--- config.mk ---
export PLATFORM = sky130hd
export DESIGN_NAME = pef_event_flags
export DESIGN_NICKNAME = d
export VERILOG_FILES = /design/src/rtl/pef_pkg.sv /design/src/rtl/pef_event_flags.sv
export VERILOG_INCLUDE_DIRS = /design/src /design/src/rtl
export SDC_FILE = /design/constraint.sdc
export NUM_CORES = 1
export LEC_CHECK = 0
export ABC_AREA = 1
export BUFFER_PORTS_ARGS = -buffer_cell sky130_fd_sc_hd__buf_2
export CORE_ASPECT_RATIO = 0.5
export CORE_MARGIN = 5
export CORE_UTILIZATION = 55
export DETAILED_ROUTE_END_ITERATION = 16
export GPL_TIMING_DRIVEN = 0
export PLACE_DENSITY = 0.83
export SETUP_SLACK_MARGIN = 0.5
export SYNTH_ARGS = -nofsm -noshare
export SYNTH_HDL_FRONTEND = slang
export SYNTH_SLANG_ARGS = --single-unit
--- constraint.sdc ---
create_clock -name ref_clk -period 1.9 [get_ports ref_clk]
set_clock_uncertainty 0.05 [all_clocks]
set_input_delay 0.38 -clock ref_clk [delete_from_list [all_inputs] [get_ports ref_clk]]
set_output_delay 0.38 -clock ref_clk [all_outputs]
set_load 0.01 [all_outputs]
--- src/rtl/pef_defs.svh ---
// Command codes, field positions and reset values of the channel event flag registers
`ifndef PEF_DEFS_SVH
`define PEF_DEFS_SVH

// Command codes, view and clear-on-read aliases
`define PEF_CMD_DISC_VIEW   8'h04
`define PEF_CMD_DISC_CLEAR  8'h05
`define PEF_CMD_FAULT_VIEW  8'h06
`define PEF_CMD_FAULT_CLEAR 8'h07
`define PEF_CMD_START_VIEW  8'h08
`define PEF_CMD_START_CLEAR 8'h09

// Field positions, upper nibble and lower nibble
`define PEF_HI_MSB 7
`define PEF_HI_LSB 4
`define PEF_LO_MSB 3
`define PEF_LO_LSB 0

// Reset values
`define PEF_FLAGS_RESET 8'h00
`define PEF_NIB_RESET   4'h0
`define PEF_PORT_RESET  2'h0

// Latest time between both channels ready and paired flags set
`define PEF_PAIR_SET_MS     5
`define PEF_CLK_HZ          100000000
`define PEF_PAIR_SET_CYCLES ((`PEF_PAIR_SET_MS * `PEF_CLK_HZ) / 1000)

`endif

--- src/rtl/pef_pkg.sv ---
// Types shared by the channel event flag block
package pef_pkg;

  // Port operating mode
  typedef enum logic [2:0] {
    PEF_MODE_MANUAL = 3'b001,
    PEF_MODE_SEMI   = 3'b010,
    PEF_MODE_AUTO   = 3'b100
  } pef_mode_type;

endpackage : pef_pkg

--- src/rtl/pef_event_flags.sv ---
// Per-channel event flag registers with view and clear-on-read command aliases
// What this block does
// - Class flags set per class cycle, or only on class change when reporting changes.
// - Detect flags set per detect cycle, or only on detection change when enabled.
// - 4-pair port without power-on request sets detect flags only when both channels ready.
// - 4-pair port without power-on request sets both detect flags together after both channels finish.
// - Single-signature 4-pair load sets only the classified channel's class flag.
// - Dual-signature discovery: semi-auto sets class flags together, manual individually.
// - Dual-signature with power-on request or auto mode sets flags per channel.
// - Code 06h reads fault flags; 07h reads them and clears them.
// - Turning a channel off clears that channel's event flags.
// - Clear-on-read releases the pending summary; any set bit feeds the summary.
// - Fault flags: disconnect in bits 7-4, overload timeout in bits 3-0, reset 0.
// - Overload flags update per channel on 4-pair ports; disconnect flags do on dual-signature ones.
// - Single-signature disconnect sets both channel flags; dual-signature sets its own.
// - Overload flag still sets on timeout even when overload cut is disabled.
// - Clearing the overload flag leaves the limit and overload counters untouched.
// - Code 08h reads start/limit flags; 09h reads them and clears them.
// - Bits 7-4 flag current held at the limit longer than the limit timeout.
// - Bits 3-0 flag start timeout, or classification or detection error.
// - Current-limit and start-fault flags update per channel on 4-pair ports.
// - Auto mode: invalid discovery results never set start-fault flags.
// - Power-enable change sets the matching start fault's companion flag, outside here.
`timescale 1ns/10ps
`default_nettype none
`include "pef_defs.svh"

module pef_event_flags (
  input  wire logic                  ref_clk,
  input  wire logic                  rstn,
  input  wire logic                  cmd_valid,
  input  wire logic [7:0]            cmd_code,
  output logic      [7:0]            rd_data,
  output logic                       rd_valid,
  input  wire pef_pkg::pef_mode_type op_mode,
  input  wire logic                  class_change_report_enable,
  input  wire logic                  detect_change_report_enable,
  input  wire logic [1:0]            four_pair_port,
  input  wire logic [1:0]            dual_signature,
  input  wire logic [3:0]            power_on_request,
  input  wire logic [3:0]            detect_done,
  input  wire logic [3:0]            detect_changed,
  input  wire logic [3:0]            class_done,
  input  wire logic [3:0]            class_changed,
  input  wire logic [3:0]            disconnect_seen,
  input  wire logic [3:0]            overload_timeout,
  input  wire logic [3:0]            limit_timeout,
  input  wire logic [3:0]            startup_timeout,
  input  wire logic [3:0]            discovery_error,
  input  wire logic [3:0]            channel_off,
  output logic                       discovery_pending,
  output logic                       fault_pending,
  output logic                       start_limit_pending
);

  typedef struct packed {
    logic [7:0] disc;
    logic [7:0] fault;
    logic [7:0] start;
    logic [3:0] det_wait;
    logic [3:0] cls_wait;
    logic [7:0] rd_data;
    logic       rd_valid;
    logic       disc_any;
    logic       fault_any;
    logic       start_any;
  } pef_state_type;

  pef_state_type cur;
  pef_state_type next_cur;

  // Pair merge: held events release on both channels of a paired port at once
  function automatic logic [7:0] pef_pair_merge(input logic [3:0] wait_in,
                                                input logic [3:0] now,
                                                input logic [1:0] together);
    logic [3:0] acc;
    logic [3:0] set;
    logic [3:0] hold;
    int         p;
    acc  = wait_in | now;
    // Unpaired ports release any held event at once, so none is lost
    set  = acc;
    hold = `PEF_NIB_RESET;
    for (p = 0; p < 2; p++) begin
      if (together[p]) begin
        if (&acc[2*p +: 2]) begin
          set[2*p +: 2]  = 2'b11;
          hold[2*p +: 2] = 2'b00;
        end else begin
          set[2*p +: 2]  = 2'b00;
          hold[2*p +: 2] = acc[2*p +: 2];
        end
      end
    end
    return {hold, set};
  endfunction : pef_pair_merge

  // Widen a per-port mask to its two channels
  function automatic logic [3:0] pef_port_to_chan(input logic [1:0] port);
    return {port[1], port[1], port[0], port[0]};
  endfunction : pef_port_to_chan

  logic [1:0] power_on_request_port;
  logic       is_auto;
  logic [1:0] det_together;
  logic [1:0] cls_together;
  logic [3:0] det_evt;
  logic [3:0] cls_evt;
  logic [7:0] det_merge;
  logic [7:0] cls_merge;
  logic [3:0] ss_chan;
  logic [3:0] disc_evt;
  logic [3:0] start_evt;
  logic [7:0] set_disc;
  logic [7:0] set_fault;
  logic [7:0] set_start;
  logic [7:0] off_mask;

  // Event sources and pairing of channels on 4-pair ports
  always_comb begin
    power_on_request_port    = {|power_on_request[3:2], |power_on_request[1:0]};
    is_auto      = (op_mode == pef_pkg::PEF_MODE_AUTO);
    det_together = four_pair_port & ~power_on_request_port
                   & ~(dual_signature & {2{is_auto}});
    cls_together = four_pair_port & dual_signature & ~power_on_request_port
                   & {2{op_mode == pef_pkg::PEF_MODE_SEMI}};
    det_evt      = detect_done
                   & (~{4{detect_change_report_enable}} | detect_changed);
    cls_evt      = class_done
                   & (~{4{class_change_report_enable}} | class_changed);
    det_merge    = pef_pair_merge(cur.det_wait, det_evt, det_together);
    cls_merge    = pef_pair_merge(cur.cls_wait, cls_evt, cls_together);
    ss_chan      = pef_port_to_chan(four_pair_port & ~dual_signature);
    disc_evt     = disconnect_seen
                   | (ss_chan & {disconnect_seen[2], disconnect_seen[3],
                                 disconnect_seen[0], disconnect_seen[1]});
    start_evt    = startup_timeout
                   | (discovery_error & ~{4{is_auto}});
    set_disc     = {cls_merge[3:0], det_merge[3:0]};
    set_fault    = {disc_evt, overload_timeout};
    set_start    = {limit_timeout, start_evt};
    off_mask     = {channel_off, channel_off};
  end

  // Next state: reads, clear-on-read and flag updates
  always_comb begin
    logic [7:0] clr_disc;
    logic [7:0] clr_fault;
    logic [7:0] clr_start;
    clr_disc           = `PEF_FLAGS_RESET;
    clr_fault          = `PEF_FLAGS_RESET;
    clr_start          = `PEF_FLAGS_RESET;
    next_cur           = cur;
    next_cur.rd_valid  = 1'b0;
    if (cmd_valid) begin
      next_cur.rd_valid = 1'b1;
      unique case (cmd_code)
        `PEF_CMD_DISC_VIEW:   next_cur.rd_data = cur.disc;
        `PEF_CMD_DISC_CLEAR: begin
          next_cur.rd_data = cur.disc;
          clr_disc         = cur.disc;
        end
        `PEF_CMD_FAULT_VIEW:  next_cur.rd_data = cur.fault;
        `PEF_CMD_FAULT_CLEAR: begin
          next_cur.rd_data = cur.fault;
          clr_fault        = cur.fault;
        end
        `PEF_CMD_START_VIEW:  next_cur.rd_data = cur.start;
        `PEF_CMD_START_CLEAR: begin
          next_cur.rd_data = cur.start;
          clr_start        = cur.start;
        end
        default:              next_cur.rd_data = `PEF_FLAGS_RESET;
      endcase
    end
    // Set wins over any clear in the same cycle
    next_cur.disc      = (cur.disc & ~clr_disc & ~off_mask) | set_disc;
    next_cur.fault     = (cur.fault & ~clr_fault & ~off_mask) | set_fault;
    next_cur.start     = (cur.start & ~clr_start & ~off_mask) | set_start;
    next_cur.det_wait  = det_merge[7:4] & ~channel_off;
    next_cur.cls_wait  = cls_merge[7:4] & ~channel_off;
    next_cur.disc_any  = |next_cur.disc;
    next_cur.fault_any = |next_cur.fault;
    next_cur.start_any = |next_cur.start;
  end

  // State register
  always_ff @(posedge ref_clk or negedge rstn) begin
    if (!rstn) begin
      cur <= '0;
    end else begin
      cur <= next_cur;
    end
  end

  // Outputs straight from flip-flops
  assign rd_data             = cur.rd_data;
  assign rd_valid            = cur.rd_valid;
  assign discovery_pending   = cur.disc_any;
  assign fault_pending       = cur.fault_any;
  assign start_limit_pending = cur.start_any;

  // Checks
  AST_FAULT_CLR: assert property (@(posedge ref_clk) disable iff (!rstn)
    cmd_valid && cmd_code == `PEF_CMD_FAULT_CLEAR && set_fault == 8'h00
      && channel_off == 4'h0 |=> cur.fault == 8'h00 && rd_data == $past(cur.fault))
    else $error("fault clear-on-read did not clear");

  AST_FAULT_VIEW: assert property (@(posedge ref_clk) disable iff (!rstn)
    cmd_valid && cmd_code == `PEF_CMD_FAULT_VIEW && channel_off == 4'h0
      |=> (cur.fault & $past(cur.fault)) == $past(cur.fault))
    else $error("fault view changed the register");

  AST_START_CLR: assert property (@(posedge ref_clk) disable iff (!rstn)
    cmd_valid && cmd_code == `PEF_CMD_START_CLEAR |=> rd_valid
      && rd_data == $past(cur.start) && (cur.start & ~$past(set_start)) == 8'h00)
    else $error("start/limit clear-on-read wrong");

  AST_SET_WINS: assert property (@(posedge ref_clk) disable iff (!rstn)
    cmd_valid && cmd_code == `PEF_CMD_FAULT_CLEAR && set_fault[0]
      |=> cur.fault[0])
    else $error("event lost during clear-on-read");

  AST_OFF_CLEARS: assert property (@(posedge ref_clk) disable iff (!rstn)
    channel_off[1] && !limit_timeout[1] && !start_evt[1] |=> !cur.start[1] && !cur.start[5])
    else $error("channel off left flags set");

  AST_SS_DISC: assert property (@(posedge ref_clk) disable iff (!rstn)
    four_pair_port[0] && !dual_signature[0] && disconnect_seen[0]
      |=> cur.fault[4] && cur.fault[5])
    else $error("single-signature disconnect not on both channels");

  AST_AUTO_NO_START: assert property (@(posedge ref_clk) disable iff (!rstn)
    is_auto && startup_timeout == 4'h0 |=> (cur.start[3:0] & ~$past(cur.start[3:0])) == 4'h0)
    else $error("auto mode set start fault from discovery");

  AST_DET_PAIRED: assert property (@(posedge ref_clk) disable iff (!rstn)
    det_together[0] |=> cur.disc[0] == cur.disc[1] || $past(cur.disc[1:0]) != 2'b00
      || $past(channel_off[1:0]) != 2'b00)
    else $error("paired detect flags set apart");

  AST_PENDING: assert property (@(posedge ref_clk) disable iff (!rstn)
    fault_pending == (cur.fault != 8'h00) && discovery_pending == (cur.disc != 8'h00))
    else $error("summary does not follow flags");

  AST_DET_EVT: assert property (@(posedge ref_clk) disable iff (!rstn)
    detect_done[2] && !detect_change_report_enable && four_pair_port[1] == 1'b0
      |=> cur.disc[2])
    else $error("detect flag not set after detection cycle");

  // Read alias checks
  AST_RD_VALID: assert property (@(posedge ref_clk) disable iff (!rstn)
    cmd_valid |=> rd_valid)
    else $error("read not answered");

  AST_RD_QUIET: assert property (@(posedge ref_clk) disable iff (!rstn)
    !cmd_valid |=> !rd_valid)
    else $error("answer without a read");

  AST_START_VIEW: assert property (@(posedge ref_clk) disable iff (!rstn)
    cmd_valid && cmd_code == `PEF_CMD_START_VIEW && channel_off == 4'h0
      |=> rd_data == $past(cur.start) && (cur.start & $past(cur.start)) == $past(cur.start))
    else $error("start/limit view changed the register");

  AST_DISC_CLR: assert property (@(posedge ref_clk) disable iff (!rstn)
    cmd_valid && cmd_code == `PEF_CMD_DISC_CLEAR
      |=> rd_data == $past(cur.disc) && cur.disc == $past(set_disc))
    else $error("discovery clear-on-read kept returned bits");

  AST_DISC_RELEASE: assert property (@(posedge ref_clk) disable iff (!rstn)
    cmd_valid && cmd_code == `PEF_CMD_DISC_CLEAR && set_disc == 8'h00
      |=> !discovery_pending)
    else $error("discovery summary not released by clear-on-read");

  AST_FAULT_RELEASE: assert property (@(posedge ref_clk) disable iff (!rstn)
    cmd_valid && cmd_code == `PEF_CMD_FAULT_CLEAR && set_fault == 8'h00
      |=> !fault_pending)
    else $error("fault summary not released by clear-on-read");

  AST_START_RELEASE: assert property (@(posedge ref_clk) disable iff (!rstn)
    cmd_valid && cmd_code == `PEF_CMD_START_CLEAR && set_start == 8'h00
      |=> !start_limit_pending)
    else $error("start/limit summary not released by clear-on-read");

  // Discovery flag checks
  AST_CLS_EVT: assert property (@(posedge ref_clk) disable iff (!rstn)
    class_done[3] && !class_change_report_enable && !four_pair_port[1]
      |=> cur.disc[7])
    else $error("class flag not set after classification cycle");

  AST_CLS_CHG_ONLY: assert property (@(posedge ref_clk) disable iff (!rstn)
    class_change_report_enable && !class_changed[2] && !four_pair_port[1]
      && cur.cls_wait[2] == 1'b0 |=> !cur.disc[6] || $past(cur.disc[6]))
    else $error("class flag set without a class change");

  AST_DET_CHG_ONLY: assert property (@(posedge ref_clk) disable iff (!rstn)
    detect_change_report_enable && !detect_changed[2] && !four_pair_port[1]
      && cur.det_wait[2] == 1'b0 |=> !cur.disc[2] || $past(cur.disc[2]))
    else $error("detect flag set without a detection change");

  AST_SS_CLASS: assert property (@(posedge ref_clk) disable iff (!rstn)
    four_pair_port[0] && !dual_signature[0] && class_done[0] && !class_done[1]
      && !class_change_report_enable && cur.cls_wait[1:0] == 2'b00
      |=> cur.disc[4] && (cur.disc[5] == $past(cur.disc[5]) || $past(cmd_valid)
      || $past(channel_off[1])))
    else $error("single-signature class flag set on both channels");

  AST_CLS_PAIRED: assert property (@(posedge ref_clk) disable iff (!rstn)
    cls_together[0] |=> cur.disc[4] == cur.disc[5] || $past(cur.disc[5:4]) != 2'b00
      || $past(channel_off[1:0]) != 2'b00)
    else $error("paired class flags set apart");

  AST_REPOWER_OWN: assert property (@(posedge ref_clk) disable iff (!rstn)
    four_pair_port[0] && power_on_request[1] && detect_done[1]
      && !detect_change_report_enable |=> cur.disc[1])
    else $error("requested channel did not set its own detect flag");

  AST_OFF_DISC: assert property (@(posedge ref_clk) disable iff (!rstn)
    channel_off[1] && !set_disc[1] && !set_disc[5] |=> !cur.disc[1] && !cur.disc[5])
    else $error("channel off left discovery flags set");

  // Fault and start/limit flag checks
  AST_DUAL_DISC: assert property (@(posedge ref_clk) disable iff (!rstn)
    four_pair_port[0] && dual_signature[0] && disconnect_seen[1] && !disconnect_seen[0]
      |=> cur.fault[5] && (cur.fault[4] == $past(cur.fault[4]) || $past(cmd_valid)
      || $past(channel_off[0])))
    else $error("dual-signature disconnect spread to the other channel");

  AST_OVL_SET: assert property (@(posedge ref_clk) disable iff (!rstn)
    overload_timeout[3] |=> cur.fault[3])
    else $error("overload timeout flag not set");

  AST_LIM_SET: assert property (@(posedge ref_clk) disable iff (!rstn)
    limit_timeout[2] |=> cur.start[6])
    else $error("limit timeout flag not set");

  AST_STRT_SET: assert property (@(posedge ref_clk) disable iff (!rstn)
    startup_timeout[0] |=> cur.start[0])
    else $error("start timeout flag not set");

  COV_FAULT_CLR: cover property (@(posedge ref_clk) disable iff (!rstn)
    cur.fault != 8'h00 ##1 cmd_valid && cmd_code == `PEF_CMD_FAULT_CLEAR);
  COV_PAIR_DET: cover property (@(posedge ref_clk) disable iff (!rstn)
    det_together[0] && det_evt[0] && !det_evt[1] ##[1:20] det_evt[1]);
  COV_SS_DISC: cover property (@(posedge ref_clk) disable iff (!rstn)
    ss_chan[0] && disconnect_seen[1]);
  COV_START_CLR: cover property (@(posedge ref_clk) disable iff (!rstn)
    cur.start != 8'h00 ##1 cmd_valid && cmd_code == `PEF_CMD_START_CLEAR);
  COV_REPOWER: cover property (@(posedge ref_clk) disable iff (!rstn)
    four_pair_port[0] && power_on_request[1] && detect_done[1]);

endmodule : pef_event_flags

`default_nettype wire

# Word level (Yosys, flattened, before mapping)
# Cells that the tools add are included.
# totals
register_bits,44
in_bits,64
output_inout_bits,12
elab_cells,93
# classes
n_eq_ne,8
muxes,24
bitwise_logic,39
n_reduce_logical,12
# ops
op,count
8-bit bitwise AND,6
8-bit 2-to-1 mux,6
8-bit by 3-bit == test with 1-bit output (second input constant),4
2-bit 2-to-1 mux,16
8-bit inverter,4
4-bit bitwise AND,6
4-bit bitwise OR,6
8-bit bitwise OR,3
8-bit one-hot mux with 3 select lines,1
8-bit OR reduction,3
8-bit by 4-bit == test with 1-bit output (second input constant),2
4-bit inverter,4
2-bit bitwise AND,7
2-bit OR reduction,5
2-bit AND reduction,4
2-bit inverter,3
3-bit by 2-bit == test with 1-bit output (second input constant),1
3-bit == test (second input constant),1
1-bit 2-to-1 mux,1

# Logic depth before layout (Yosys ltp)
# Gate-level depths: netlist of the first run.
# logic_depth
ltp_word,9
depth_mapped,11
ltp_nobuf,11

# Least setup slack after synthesis of the first run
# No wires, ideal clock.
# synth_timing
path_kind,input -> register
start,input cmd_code[7]
end,register cur (netlist bit discovery_pending)
setup_time_ns,0.119
arrival_time_ns,1.232
required_time_ns,1.731
slack_ns,0.500
path_stages,9
n_path_buf,1
cell_sequence,nor2_4 -> nand2_4 -> nor2_4 -> buf_6 -> a21oi_2 -> nor2_2 -> nand2_1 -> nor2_1 -> nand2_1
# synth_rtl
element,line,source
start: declaration,pef_event_flags.sv:32,"input wire logic [7:0] cmd_code,"
end signal: assignment,pef_event_flags.sv:192,cur <= next_cur;
end: declaration,pef_event_flags.sv:69,pef_state_type cur;

# Worst setup path after layout of the first run
# layout_timing
start,input cmd_code[3]
end,register cur (netlist bit rd_data[3])
# layout_via
elab_chain_len,3
elab_cells_between_ends,10
cone_classes,eq/ne (6); mux (1); reduce/logical (3)
# layout_lines
element,line,source
8-bit by 4-bit == test with 1-bit output or 8-bit by 3-bit == test with 1-bit output (tied branches),pef_event_flags.sv:157,unique case (cmd_code)
2-bit OR reduction (no line),n/a,
8-bit one-hot mux with 3 select lines (*),pef_event_flags.sv:157,
# Every way passes the cells marked *; elsewhere a longest branch is shown, timed or not.
# A chain may end at the register's enable or synchronous reset.

==> results by group, run 1 <==
Logic synthesis
  – Count of warnings emitted by yosys: 0
  – Ys flop type: dfrtp_1
  – Avg Cell Area, Syn: 7.12 µm²
  – Ys async rst share: 100%
  – EDFF count, synth: 0
  – Synth unique cells: 27
  – Post-synthesis sequential area ratio: 44.2%
  – Synth top area share: 44.2%
  – Cell Area, Synth: 2490 µm²
  – Synth area leader: dfrtp_1
  – Register bit total from synthesis: 44
  – Cells after synthesis: 350
  – Syn_nets: 414
  – Top post-synthesis cells by area: dfrtp_1 44%, nand2_1 16%, inv_1 12%, a21oi_1 4.4%, nor2_1 3.9%

Layout
  – Multi-input gate area: 1090 µm²
  – Design Area, Final: 3170 µm²
  – Final net count: 501
  – Synth-to-Final Area Change: 27.3%
  – Share of layout cells above drive strength 1: 28.8%
  – Fill cells: 345
  – Inserted Diodes: 0
  – Fin cells: 494
  – Storage element area: 1100 µm²

Setup path
  – Critical-path maximum fanout: 8
  – Critical R2R Launch: cur[15]
  – Arr. time, crit path: 1.54 ns
  – CP Capture Point: rd_data[3]
  – R2R depth: 8
  – R2R Path End: discovery_pending
  – R2r setup slk: 0.65 ns
  – CP max stage cell: nor3b_4
  – Worst-path cell chain: buf_2, inv_1, nor2_1, nor3b_4, nand2_1, nand3_1, nand2_1, o21ai_0
  – Worst stage delay on the critical path: 0.41 ns
  – Kind of critical path: in -> reg
  – Worst Setup Start Kind: input port
  – Crit path max-delay family: simple AND/OR/NAND/NOR gates
  – Buf+Inv Stages, Crit Path: 2
  – Critical path's most frequent cell: nand2_1
  – Crit. Startpoint: cmd_code[3]
  – CP required: 2.07 ns
  – Crit. End Element: flop
  – Total number of cells along the worst setup path: 8

Floorplanning
  – I/O Pins: 76
  – # rows: 17
  – Die Span Y: 57.6 µm
  – Die W: 105 µm
  – Starting Density: 56.9%
  – Core ar.: 4380 µm²
  – Die area: 6060 µm²

CTS
  – Post-CTS Hold Buffers: 0
  – Clk buf depth: 2
  – CTS clk-pin slew, worst paths: 0.08 ns
  – Worst-Skew Late Latency: 0.30 ns
  – Clock sinks: 44
  – CTS tree: done
  – Root Buffer: clkbuf_8
  – CTS Buf Count: 5
  – H-tree levels: 2

GRT
  – Initial antenna violation count: 0
  – GRT Total Usage: 21.1%
  – Largest net degree at the start of global routing: 45
  – First-pass GRT wire length: 9.98 mm
  – Vias in the first global route: 2279
  – Overflow after GRT: 0

Route
  – Total Routed Length: 6.40 mm
  – Drt pass-1 iters: 6
  – Routed via count: 2427
  – Iteration-0 DRC Markers: 159
  – DR WL/cell: 12.9 µm
  – DRT antenna net count: 0
  – Remaining DRCs: 0
  – Vias/cell: 4.91

Timing
  – Post-route setup TNS: 0 ns
  – Worst slew margin: 36.2%
  – Pin slew with the least headroom to its limit: 0.958 ns
  – Worst setup margin: 0.530 ns
  – Final number of setup-violating endpoints: 0
  – Fin. Hold Viols: 0
  – Unrepaired setup endpoints after global routing: true
  – Max Clk Rate: 730 MHz
  – Worst hold margin: 0.183 ns
  – Final number of max-transition violations: 0
  – Final min period: 1.37 ns
  – Crit share post-route: 72.1%

Placement
  – Detailed Place HPWL: 4.90 mm
  – Gpl congestion: 0.875
  – Placed Cells: 482
  – DP Worst Slack: 0.190 ns
  – Dpl cell area: 2940 µm²
  – Buffers on Ports: 75

Power and ir drop
  – Maximum VDD drop: 0.329 mV
  – Leak pwr: 1.72 nW
  – Power per cell area: 620 nW/µm²

Run status
  – Status: complete, no violations

Worst hold path
  – Worst Hold Class: in -> async

Run
  – Max cap viols: 0
==> registers in the layout, indices dropped and copies added, names as in the netlist <==
signal	flops
cur	32
rd_data	8
discovery_pending	1
fault_pending	1
rd_valid	1
start_limit_pending	1
==> worst reg2reg max path, delay by kind of cell (launching register included) <==
family / cells / cell delay (ns)
and+or+nand+nor: 7 / 0.68
DFF: 1 / 0.37
buffers and inverters: 1 / 0.05
==> per-stage QoR <==
step / power (mW) / utilization [%]
floorplan: 1.19 / -
global placement: 1.31 / 67.0
detailed placement: 1.33 / 67.0
CTS: 1.95 / 69.4
global route: 2.07 / 72.4
finish: 1.97 / 72.4
==> worst min path at each step <==
stage | from | to | depth (start not counted)
2_1_floorplan | rstn | cur[12] | 0
3_3_place_gp | rd_data[6] | rd_data[6] | 2
3_5_place_dp | rd_data[4] | rd_data[4] | 2
4_1_cts | rstn | cur[29] | 1
5_1_grt | cmd_valid | rd_valid | 1
6_report | rstn | cur[18] | 1
==> cells by family after synthesis <==
kind of cell | synth area share (%)
and+or+nand+nor | 30.4
DFF | 44.2
AOI/OAI and AO/OA | 10.3
buffers and inverters | 15.1
==> Yosys cell counts (3+ instances only) <==
cell type / count
nand3_1: 10
nor2_4: 3
dfrtp_1: 44
o21ai_0: 18
o21bai_1: 4
nor2_2: 4
nand2_1: 107
inv_1: 78
nor2_1: 26
buf_4: 8
a21oi_1: 22
nor3_1: 8
==> cell type report <==
class / instances / share of cell area, %
Timing Repair Buffer: 80 / 13.7
Buffer: 10 / 2.37
Multi-Input combinational cell: 216 / 34.4
Sequential cell: 44 / 34.7
Tap cell: 57 / 2.25
Inverter: 80 / 9.55
Clock buffer: 7 / 3.04
==> layer usage <==
metal	vias up	wire length, µm	track usage, %
met5	-	0	0
met4	0	110	7.65
met3	14	648	5.42
met2	105	2970	34.5
met1	1096	2660	27.4
li1	1212	-	-
==> repair_timing <==
| item | in CTS | in global routing |
|---|---|---|
| resized for setup | 1 | 21 |
| gates cloned | 0 | 1 |
| buffers inserted | 0 | 4 |
| setup endpoints to repair | 1 | 16 |
| pin swaps | 0 | 5 |
| hold endpoints to repair | 0 | 0 |
==> cell usage in the layout (no fill, tap or decap), drive strengths merged <==
master  Yosys  layout
nand3      12      12
dfrtp      44      44
a21oi      24      24
nand4       2       2
buf         9      89
nor4        1       1
inv        80      80
o21bai      4       4
nor3b       2       2
nor3        9       9
clkbuf      1       8
nand2     109     109
nor2       33      33
o21ai      20      20
==> power by group <==
part           internal [mW]  switching, mW  total [mW]
Sequential             0.982         0.0249        1.01
Combinational          0.130          0.202       0.332
Clock                  0.324          0.303       0.627
Total                   1.44          0.530        1.97
(Power assumes the default switching activity.)
==> inputs of run 2 (changes only) <==
--- a/config.mk
+++ b/config.mk
@@ -10,10 +10,10 @@
 export BUFFER_PORTS_ARGS = -buffer_cell sky130_fd_sc_hd__buf_2
 export CORE_ASPECT_RATIO = 0.5
 export CORE_MARGIN = 5
-export CORE_UTILIZATION = 55
+export CORE_UTILIZATION = 51
 export DETAILED_ROUTE_END_ITERATION = 16
 export GPL_TIMING_DRIVEN = 0
-export PLACE_DENSITY = 0.83
+export PLACE_DENSITY = 0.77
 export SETUP_SLACK_MARGIN = 0.5
 export SYNTH_ARGS = -nofsm -noshare
 export SYNTH_HDL_FRONTEND = slang
==> constraint.sdc (replaced) <==
create_clock -name ref_clk -period 1.3 [get_ports ref_clk]
set_clock_uncertainty 0.05 [all_clocks]
set_input_delay 0.26 -clock ref_clk [delete_from_list [all_inputs] [get_ports ref_clk]]
set_output_delay 0.26 -clock ref_clk [all_outputs]
set_load 0.01 [all_outputs]
==> run 2 against run 1 <==
Effect of this change:
- clock power up 75%
- flip-flop and latch count unchanged
- sequential power up 48%
- global-route usage up 4.3 points
- register-to-register slack worse by 0.64 ns
- clock-buffer cell count down 2
- the flow now finishes with violations (negative hold slack, negative setup slack)
- cell area up 25%
- routed wire length up 40%
- critical path depth up 2
- combinational power up 120%
==> results by group, run 2 (synthesis results as in run 1) <==
GRT
  – Vias in the first global route: 2764 (+21%)
  – GRT Total Usage: 25.4% (+4.3 points)
  – First-pass GRT wire length: 12.3 mm (+23%)
  – Largest net degree at the start of global routing: 45 (unchanged)
  – Initial antenna violation count: 0 (unchanged)
  – Overflow after GRT: 0 (unchanged)

Route
  – Vias/cell: 5.27 (+7.3%)
  – Iteration-0 DRC Markers: 306 (+92%)
  – DR WL/cell: 16.6 µm (+28%)
  – Routed via count: 2846 (+17%)
  – Total Routed Length: 8.96 mm (+40%)
  – DRT antenna net count: 0 (unchanged)
  – Remaining DRCs: 0 (unchanged)
  – Drt pass-1 iters: 7 (+1)

Setup path
  – Kind of critical path: in -> reg
  – Worst Setup Start Kind: input port
  – CP required: 1.46 ns (-0.61 ns)
  – Arr. time, crit path: 1.54 ns (about the same)
  – Critical-path maximum fanout: 7 (-1)
  – Crit. End Element: flop
  – R2r setup slk: 0.01 ns (-0.64 ns)

Timing
  – Final number of max-transition violations: 0 (unchanged)
  – Final min period: 1.38 ns
  – Final number of setup-violating endpoints: 3 (+3)
  – Max Clk Rate: 724 MHz
  – Crit share post-route: 106%
  – Worst setup margin: -0.0817 ns (-0.612 ns)
  – Worst slew margin: 61.6% (+25 points)
  – Worst hold margin: -0.118 ns (-0.301 ns)
  – Unrepaired setup endpoints after global routing: true
  – Fin. Hold Viols: 44 (+44)
  – Pin slew with the least headroom to its limit: 0.576 ns (-0.381 ns)

CTS
  – Clock sinks: 44 (unchanged)
  – Worst-Skew Late Latency: 0.31 ns (about the same)
  – CTS Buf Count: 5 (unchanged)
  – Clk buf depth: 2 (unchanged)
  – H-tree levels: 2 (unchanged)
  – CTS clk-pin slew, worst paths: 0.09 ns (about the same)
  – Root Buffer: clkbuf_8
  – CTS tree: done

Power and ir drop
  – Tot Pwr: 3.33 mW (+70%)
  – Power per cell area: 842 nW/µm² (+36%)
  – Maximum VDD drop: 0.541 mV (+65%)
  – Net Sw Frac: 30.4% (+3.5 points)
  – Clock Power Share: 33.0% (+1.1 points)
  – Leak pwr: 2.04 nW (+19%)
  – Combinational power share: 22.1% (+5.2 points)
  – Power Internal: 2.32 mW (+61%)
  – P_sw: 1.01 mW (+91%)
  – Sequential Power Share: 44.8% (-6.4 points)

Floorplanning
  – Die W: 109 µm (+3.5%)
  – Starting Density: 51.7% (-5.2 points)
  – Die Span Y: 59.4 µm (+3.2%)
  – Die area: 6470 µm² (+6.8%)
  – I/O Pins: 76 (unchanged)
  – Core ar.: 4820 µm² (+10%)
  – # rows: 18 (+1)

Layout
  – Design Area, Final: 3960 µm² (+25%)
  – Most common cell after layout, fill and taps aside: inv_1
  – Storage element area: 1100 µm² (unchanged)
  – Share of layout cells above drive strength 1: 51.7% (+23 points)
  – Synth-to-Final Area Change: 58.8%
  – Inserted Diodes: 0 (unchanged)
  – Multi-input gate area: 1410 µm² (+30%)
  – Final net count: 533 (+6.4%)
  – Biggest register: cur
  – Largest register FFs: 32 (unchanged)
  – Most frequent cells in the layout: 67 x inv_1, 66 x nand2_1, 60 x buf_2
  – Fill cells: 299 (-13%)

Run status
  – Status: complete, but fails checks
  – Violated checks: negative hold slack, negative setup slack

Placement
  – Gpl congestion: 0.854 (-2.4%)
  – Buffers on Ports: 75 (unchanged)
  – DP Worst Slack: -0.334 ns (-0.524 ns)
  – Detailed Place HPWL: 4.89 mm (-0.28%)
  – Dpl cell area: 3050 µm² (+3.7%)

Worst hold path
  – Worst Hold Class: in -> async

Run
  – Max cap viols: 0 (unchanged)
[run 2: cell count changes in the layout (fill, tap and decap cells not counted), moves of 12 or more]
cell	change
o21ai_0	-13
buf_6	+37
o21ai_1	+13
nand2_2	+32
buf_2	-12
nand2_1	-39
[run 2: metal layers]
layer  global-route usage, %  part of all wire (%)
met5                       0                     0
met4                    13.3                   4.6
met3                    6.75                   9.8
met2                    41.9                    47
met1                    31.1                    39
[run 2: final timing paths]
check                            start           endpoint  cells past startpoint
max                        cmd_code[4]  discovery_pending                     10
min                               rstn            cur[19]                      1
max reg2reg                    cur[19]  discovery_pending                      8
min reg2reg                 rd_data[2]         rd_data[2]                      2
max in group asynchronous         rstn         rd_data[0]                      1
min in group ref_clk         cmd_valid           rd_valid                      1
[run 2: layout make-up]
class | count | share of cell area (%)
Buffer | 10 | 2.66
Clock buffer | 5 | 1.74
Clock inverter | 3 | 1.08
Inverter | 80 | 8.16
Multi-Input combinational cell | 216 | 35.7
Sequential cell | 44 | 27.8
Tap cell | 70 | 2.21
Timing Repair Buffer | 112 | 20.6
[run 2: through the flow]
stage	TNS [ns]	hold slack (ns)	util [%]	cells
floorplan	0	-0.0856	-	350
global placement	-3.14	0.399	63.2	495
detailed placement	-3.82	0.404	63.2	495
CTS	0	-0.0936	76.7	528
global route	-0.300	-0.0642	82.1	540
finish	-0.0939	-0.118	82.1	540
[run 2: what timing repair did]
action,4_1_cts,5_1_grt
setup endpoints to repair,99,55
endpoints found under the hold margin,44,44
resized for setup,100,46
setup buffers,24,12
pin swaps,31,29
cloned,1,0
[run 2: worst max-delay path, cell delays in order]
cell and delay (ns):
buf_6 0.09, nor2_4 0.14, nand2_4 0.09, nor2_4 0.24, buf_6 0.17, a21oi_4 0.06, nor2_2 0.13, nand2_1 0.10
nor2_2 0.17, nand2_1 0.08
[run 2: power groups by stage]
stage | registers, mW | clock network [mW] | logic (mW)
6_report | 1.49 | 1.10 | 0.737
5_1_grt | 1.50 | 1.14 | 0.796
4_1_cts | 1.48 | 1.09 | 0.610
3_5_place_dp | 1.50 | 0 | 0.483
3_3_place_gp | 1.50 | 0 | 0.464
2_1_floorplan | 1.49 | 0 | 0.276
==> inputs of run 3 (changes only) <==
==> constraint.sdc (replaced) <==
create_clock -name ref_clk -period 1.58 [get_ports ref_clk]
set_clock_uncertainty 0.05 [all_clocks]
set_input_delay 0.316 -clock ref_clk [delete_from_list [all_inputs] [get_ports ref_clk]]
set_output_delay 0.316 -clock ref_clk [all_outputs]
set_load 0.01 [all_outputs]
==> run 3 against run 2 <==
Effect of this change:
- the flow now finishes without violations
- clock power is 21% lower
- worst hold slack better by 0.23 ns
- global-route usage is 3.9 points lower
- non-clock buffer count is 12 lower
- first-iteration DRC count is 33% lower
- register-to-register slack better by 0.29 ns
- largest cell class unchanged
- highest routed layer unchanged
==> results by group, run 3 (synthesis results as in run 1) <==
Setup path
  – Critical R2R Launch: cur[14]
  – CP max stage cell: nor2_4
  – Kind of critical path: in -> reg
  – CP required: 1.73 ns (+0.27 ns)
  – Arr. time, crit path: 1.49 ns (-0.05 ns)
  – Buf+Inv Stages, Crit Path: 2 (unchanged)
  – Worst Setup Start Kind: input port
  – Crit. Startpoint: cmd_code[4]
  – Critical-path maximum fanout: 7 (unchanged)
  – Crit path max-delay family: simple AND/OR/NAND/NOR gates
  – Worst stage delay on the critical path: 0.25 ns (about the same)
  – Crit. End Element: flop
  – Worst-path cell chain: buf_6, nor2_4, nand2_4, nor2_4, buf_6, a21oi_4, nor2_4, nand2_1, nor2_1, nand2_1
  – Critical path's most frequent cell: nor2_4

CTS
  – Worst-Skew Late Latency: 0.30 ns (about the same)
  – CTS tree: done
  – H-tree levels: 2 (unchanged)
  – CTS Buf Count: 5 (unchanged)
  – Root Buffer: clkbuf_8
  – Clock sinks: 44 (unchanged)
  – Clk buf depth: 2 (unchanged)
  – CTS clk-pin slew, worst paths: 0.08 ns (about the same)

Power and ir drop
  – Maximum VDD drop: 0.462 mV (-15%)
  – Leak pwr: 1.93 nW (-5.5%)
  – Tot Pwr: 2.58 mW (-23%)
  – Power per cell area: 714 nW/µm² (-15%)

Route
  – Iteration-0 DRC Markers: 205 (-33%)
  – DR WL/cell: 13.9 µm (-16%)
  – Total Routed Length: 7.35 mm (-18%)
  – Vias/cell: 4.91 (-6.8%)
  – Routed via count: 2594 (-8.9%)
  – Drt pass-1 iters: 6 (-1)
  – DRT antenna net count: 0 (unchanged)
  – Remaining DRCs: 0 (unchanged)

GRT
  – GRT Total Usage: 21.5% (-3.9 points)
  – Initial antenna violation count: 0 (unchanged)
  – Largest net degree at the start of global routing: 45 (unchanged)
  – First-pass GRT wire length: 10.6 mm (-14%)
  – Vias in the first global route: 2319 (-16%)
  – Overflow after GRT: 0 (unchanged)

Timing
  – Unrepaired setup endpoints after global routing: true
  – Final min period: 1.34 ns
  – Worst hold margin: 0.115 ns (+0.233 ns)
  – Final number of setup-violating endpoints: 0 (-3)
  – Pin slew with the least headroom to its limit: 0.986 ns (+0.410 ns)
  – Crit share post-route: 85.1%
  – Worst slew margin: 34.2% (-27 points)
  – Fin. Hold Viols: 0 (-100%)
  – Final number of max-transition violations: 0 (unchanged)
  – Max Clk Rate: 744 MHz

Run status
  – Status: complete, no violations

Floorplanning
  – Die area: 6470 µm² (unchanged)
  – # rows: 18 (unchanged)
  – Die W: 109 µm (unchanged)
  – Starting Density: 51.7% (unchanged)
  – Core ar.: 4820 µm² (unchanged)
  – Die Span Y: 59.4 µm (unchanged)
  – I/O Pins: 76 (unchanged)

Layout
  – Design Area, Final: 3620 µm² (-8.5%)
  – Most frequent cells in the layout: 93 x nand2_1, 74 x inv_1, 61 x buf_2
  – Share of layout cells above drive strength 1: 39.7% (-12 points)
  – Final net count: 521 (-2.3%)
  – Synth-to-Final Area Change: 45.3%
  – Biggest register: cur
  – Fin cells: 528 (-2.2%)
  – Most common cell after layout, fill and taps aside: nand2_1
  – Inserted Diodes: 0 (unchanged)
  – Largest register FFs: 32 (unchanged)

Placement
  – Placed Cells: 495 (unchanged)
  – Buffers on Ports: 75 (unchanged)
  – Gpl congestion: 0.861 (+0.84%)
  – Detailed Place HPWL: 4.76 mm (-2.7%)
  – Dpl cell area: 2990 µm² (-1.9%)

Run
  – Max cap viols: 0 (unchanged)

Worst hold path
  – Worst Hold Class: in -> async
-- run 3: changes by cell type in the layout (fill, tap and decap cells not counted), moves of 7 or more --
cell / change
o21ai_0: +7
buf_6: -12
nand2_2: -23
nand2_1: +27
inv_1: +7
o21ai_1: -7
-- run 3: worst paths after layout --
path                            slack, ns  cells after the start                end
worst max-delay path                 0.24                     10  discovery_pending
worst min-delay path                 0.12                      1         rd_data[0]
worst max register to register       0.30                      8  discovery_pending
worst min register to register       0.49                      2         rd_data[3]
max in group asynchronous            0.75                      1            cur[19]
min in group ref_clk                 0.12                      1           rd_valid
-- run 3: power breakdown --
part	switching, mW	internal, mW	leakage (nW)
clock network	0.405	0.470	0.0552
logic	0.278	0.206	1.36
registers	0.0425	1.18	0.516
-- run 3: per-stage QoR --
| stage | utilization [%] | TNS, ns | worst slack, ns |
|---|---|---|---|
| after global routing | 75.1 | 0 | 0.191 |
| final | 75.1 | 0 | 0.236 |
| after global placement | 62.0 | -0.263 | -0.0489 |
| after CTS | 70.4 | 0 | 0.293 |
| after detailed placement | 62.0 | -0.755 | -0.107 |
| after floorplan | - | 0 | 0.245 |
-- run 3: per-layer routing --
| metal | share of wire (%) | wire (µm) | vias to the layer above | global-route usage, % |
|---|---|---|---|---|
| met3 | 8.2 | 601 | 25 | 4.24 |
| met4 | 2.3 | 167 | 0 | 5.94 |
| met5 | 0 | 0 | - | 0 |
| met1 | 42 | 3100 | 1181 | 29.4 |
| met2 | 47 | 3480 | 130 | 35.4 |
| li1 | - | - | 1258 | - |
-- run 3: repair_timing --
action                     4_1_cts  5_1_grt
buffers inserted                13       11
gates cloned                     1        0
pin swaps                       19       25
hold buffers                     0        0
setup endpoints to repair       30       37
gates resized for setup         46       43
-- run 3: layout make-up --
class / instances / area, µm²
Clock inverter: 2 / 35.0
Inverter: 80 / 303
Sequential cell: 44 / 1100
Buffer: 10 / 105
Multi-Input combinational cell: 216 / 1240
Timing Repair Buffer: 100 / 677
Fill cell: 359 / 1200
Tap cell: 70 / 87.6
Clock buffer: 6 / 72.6
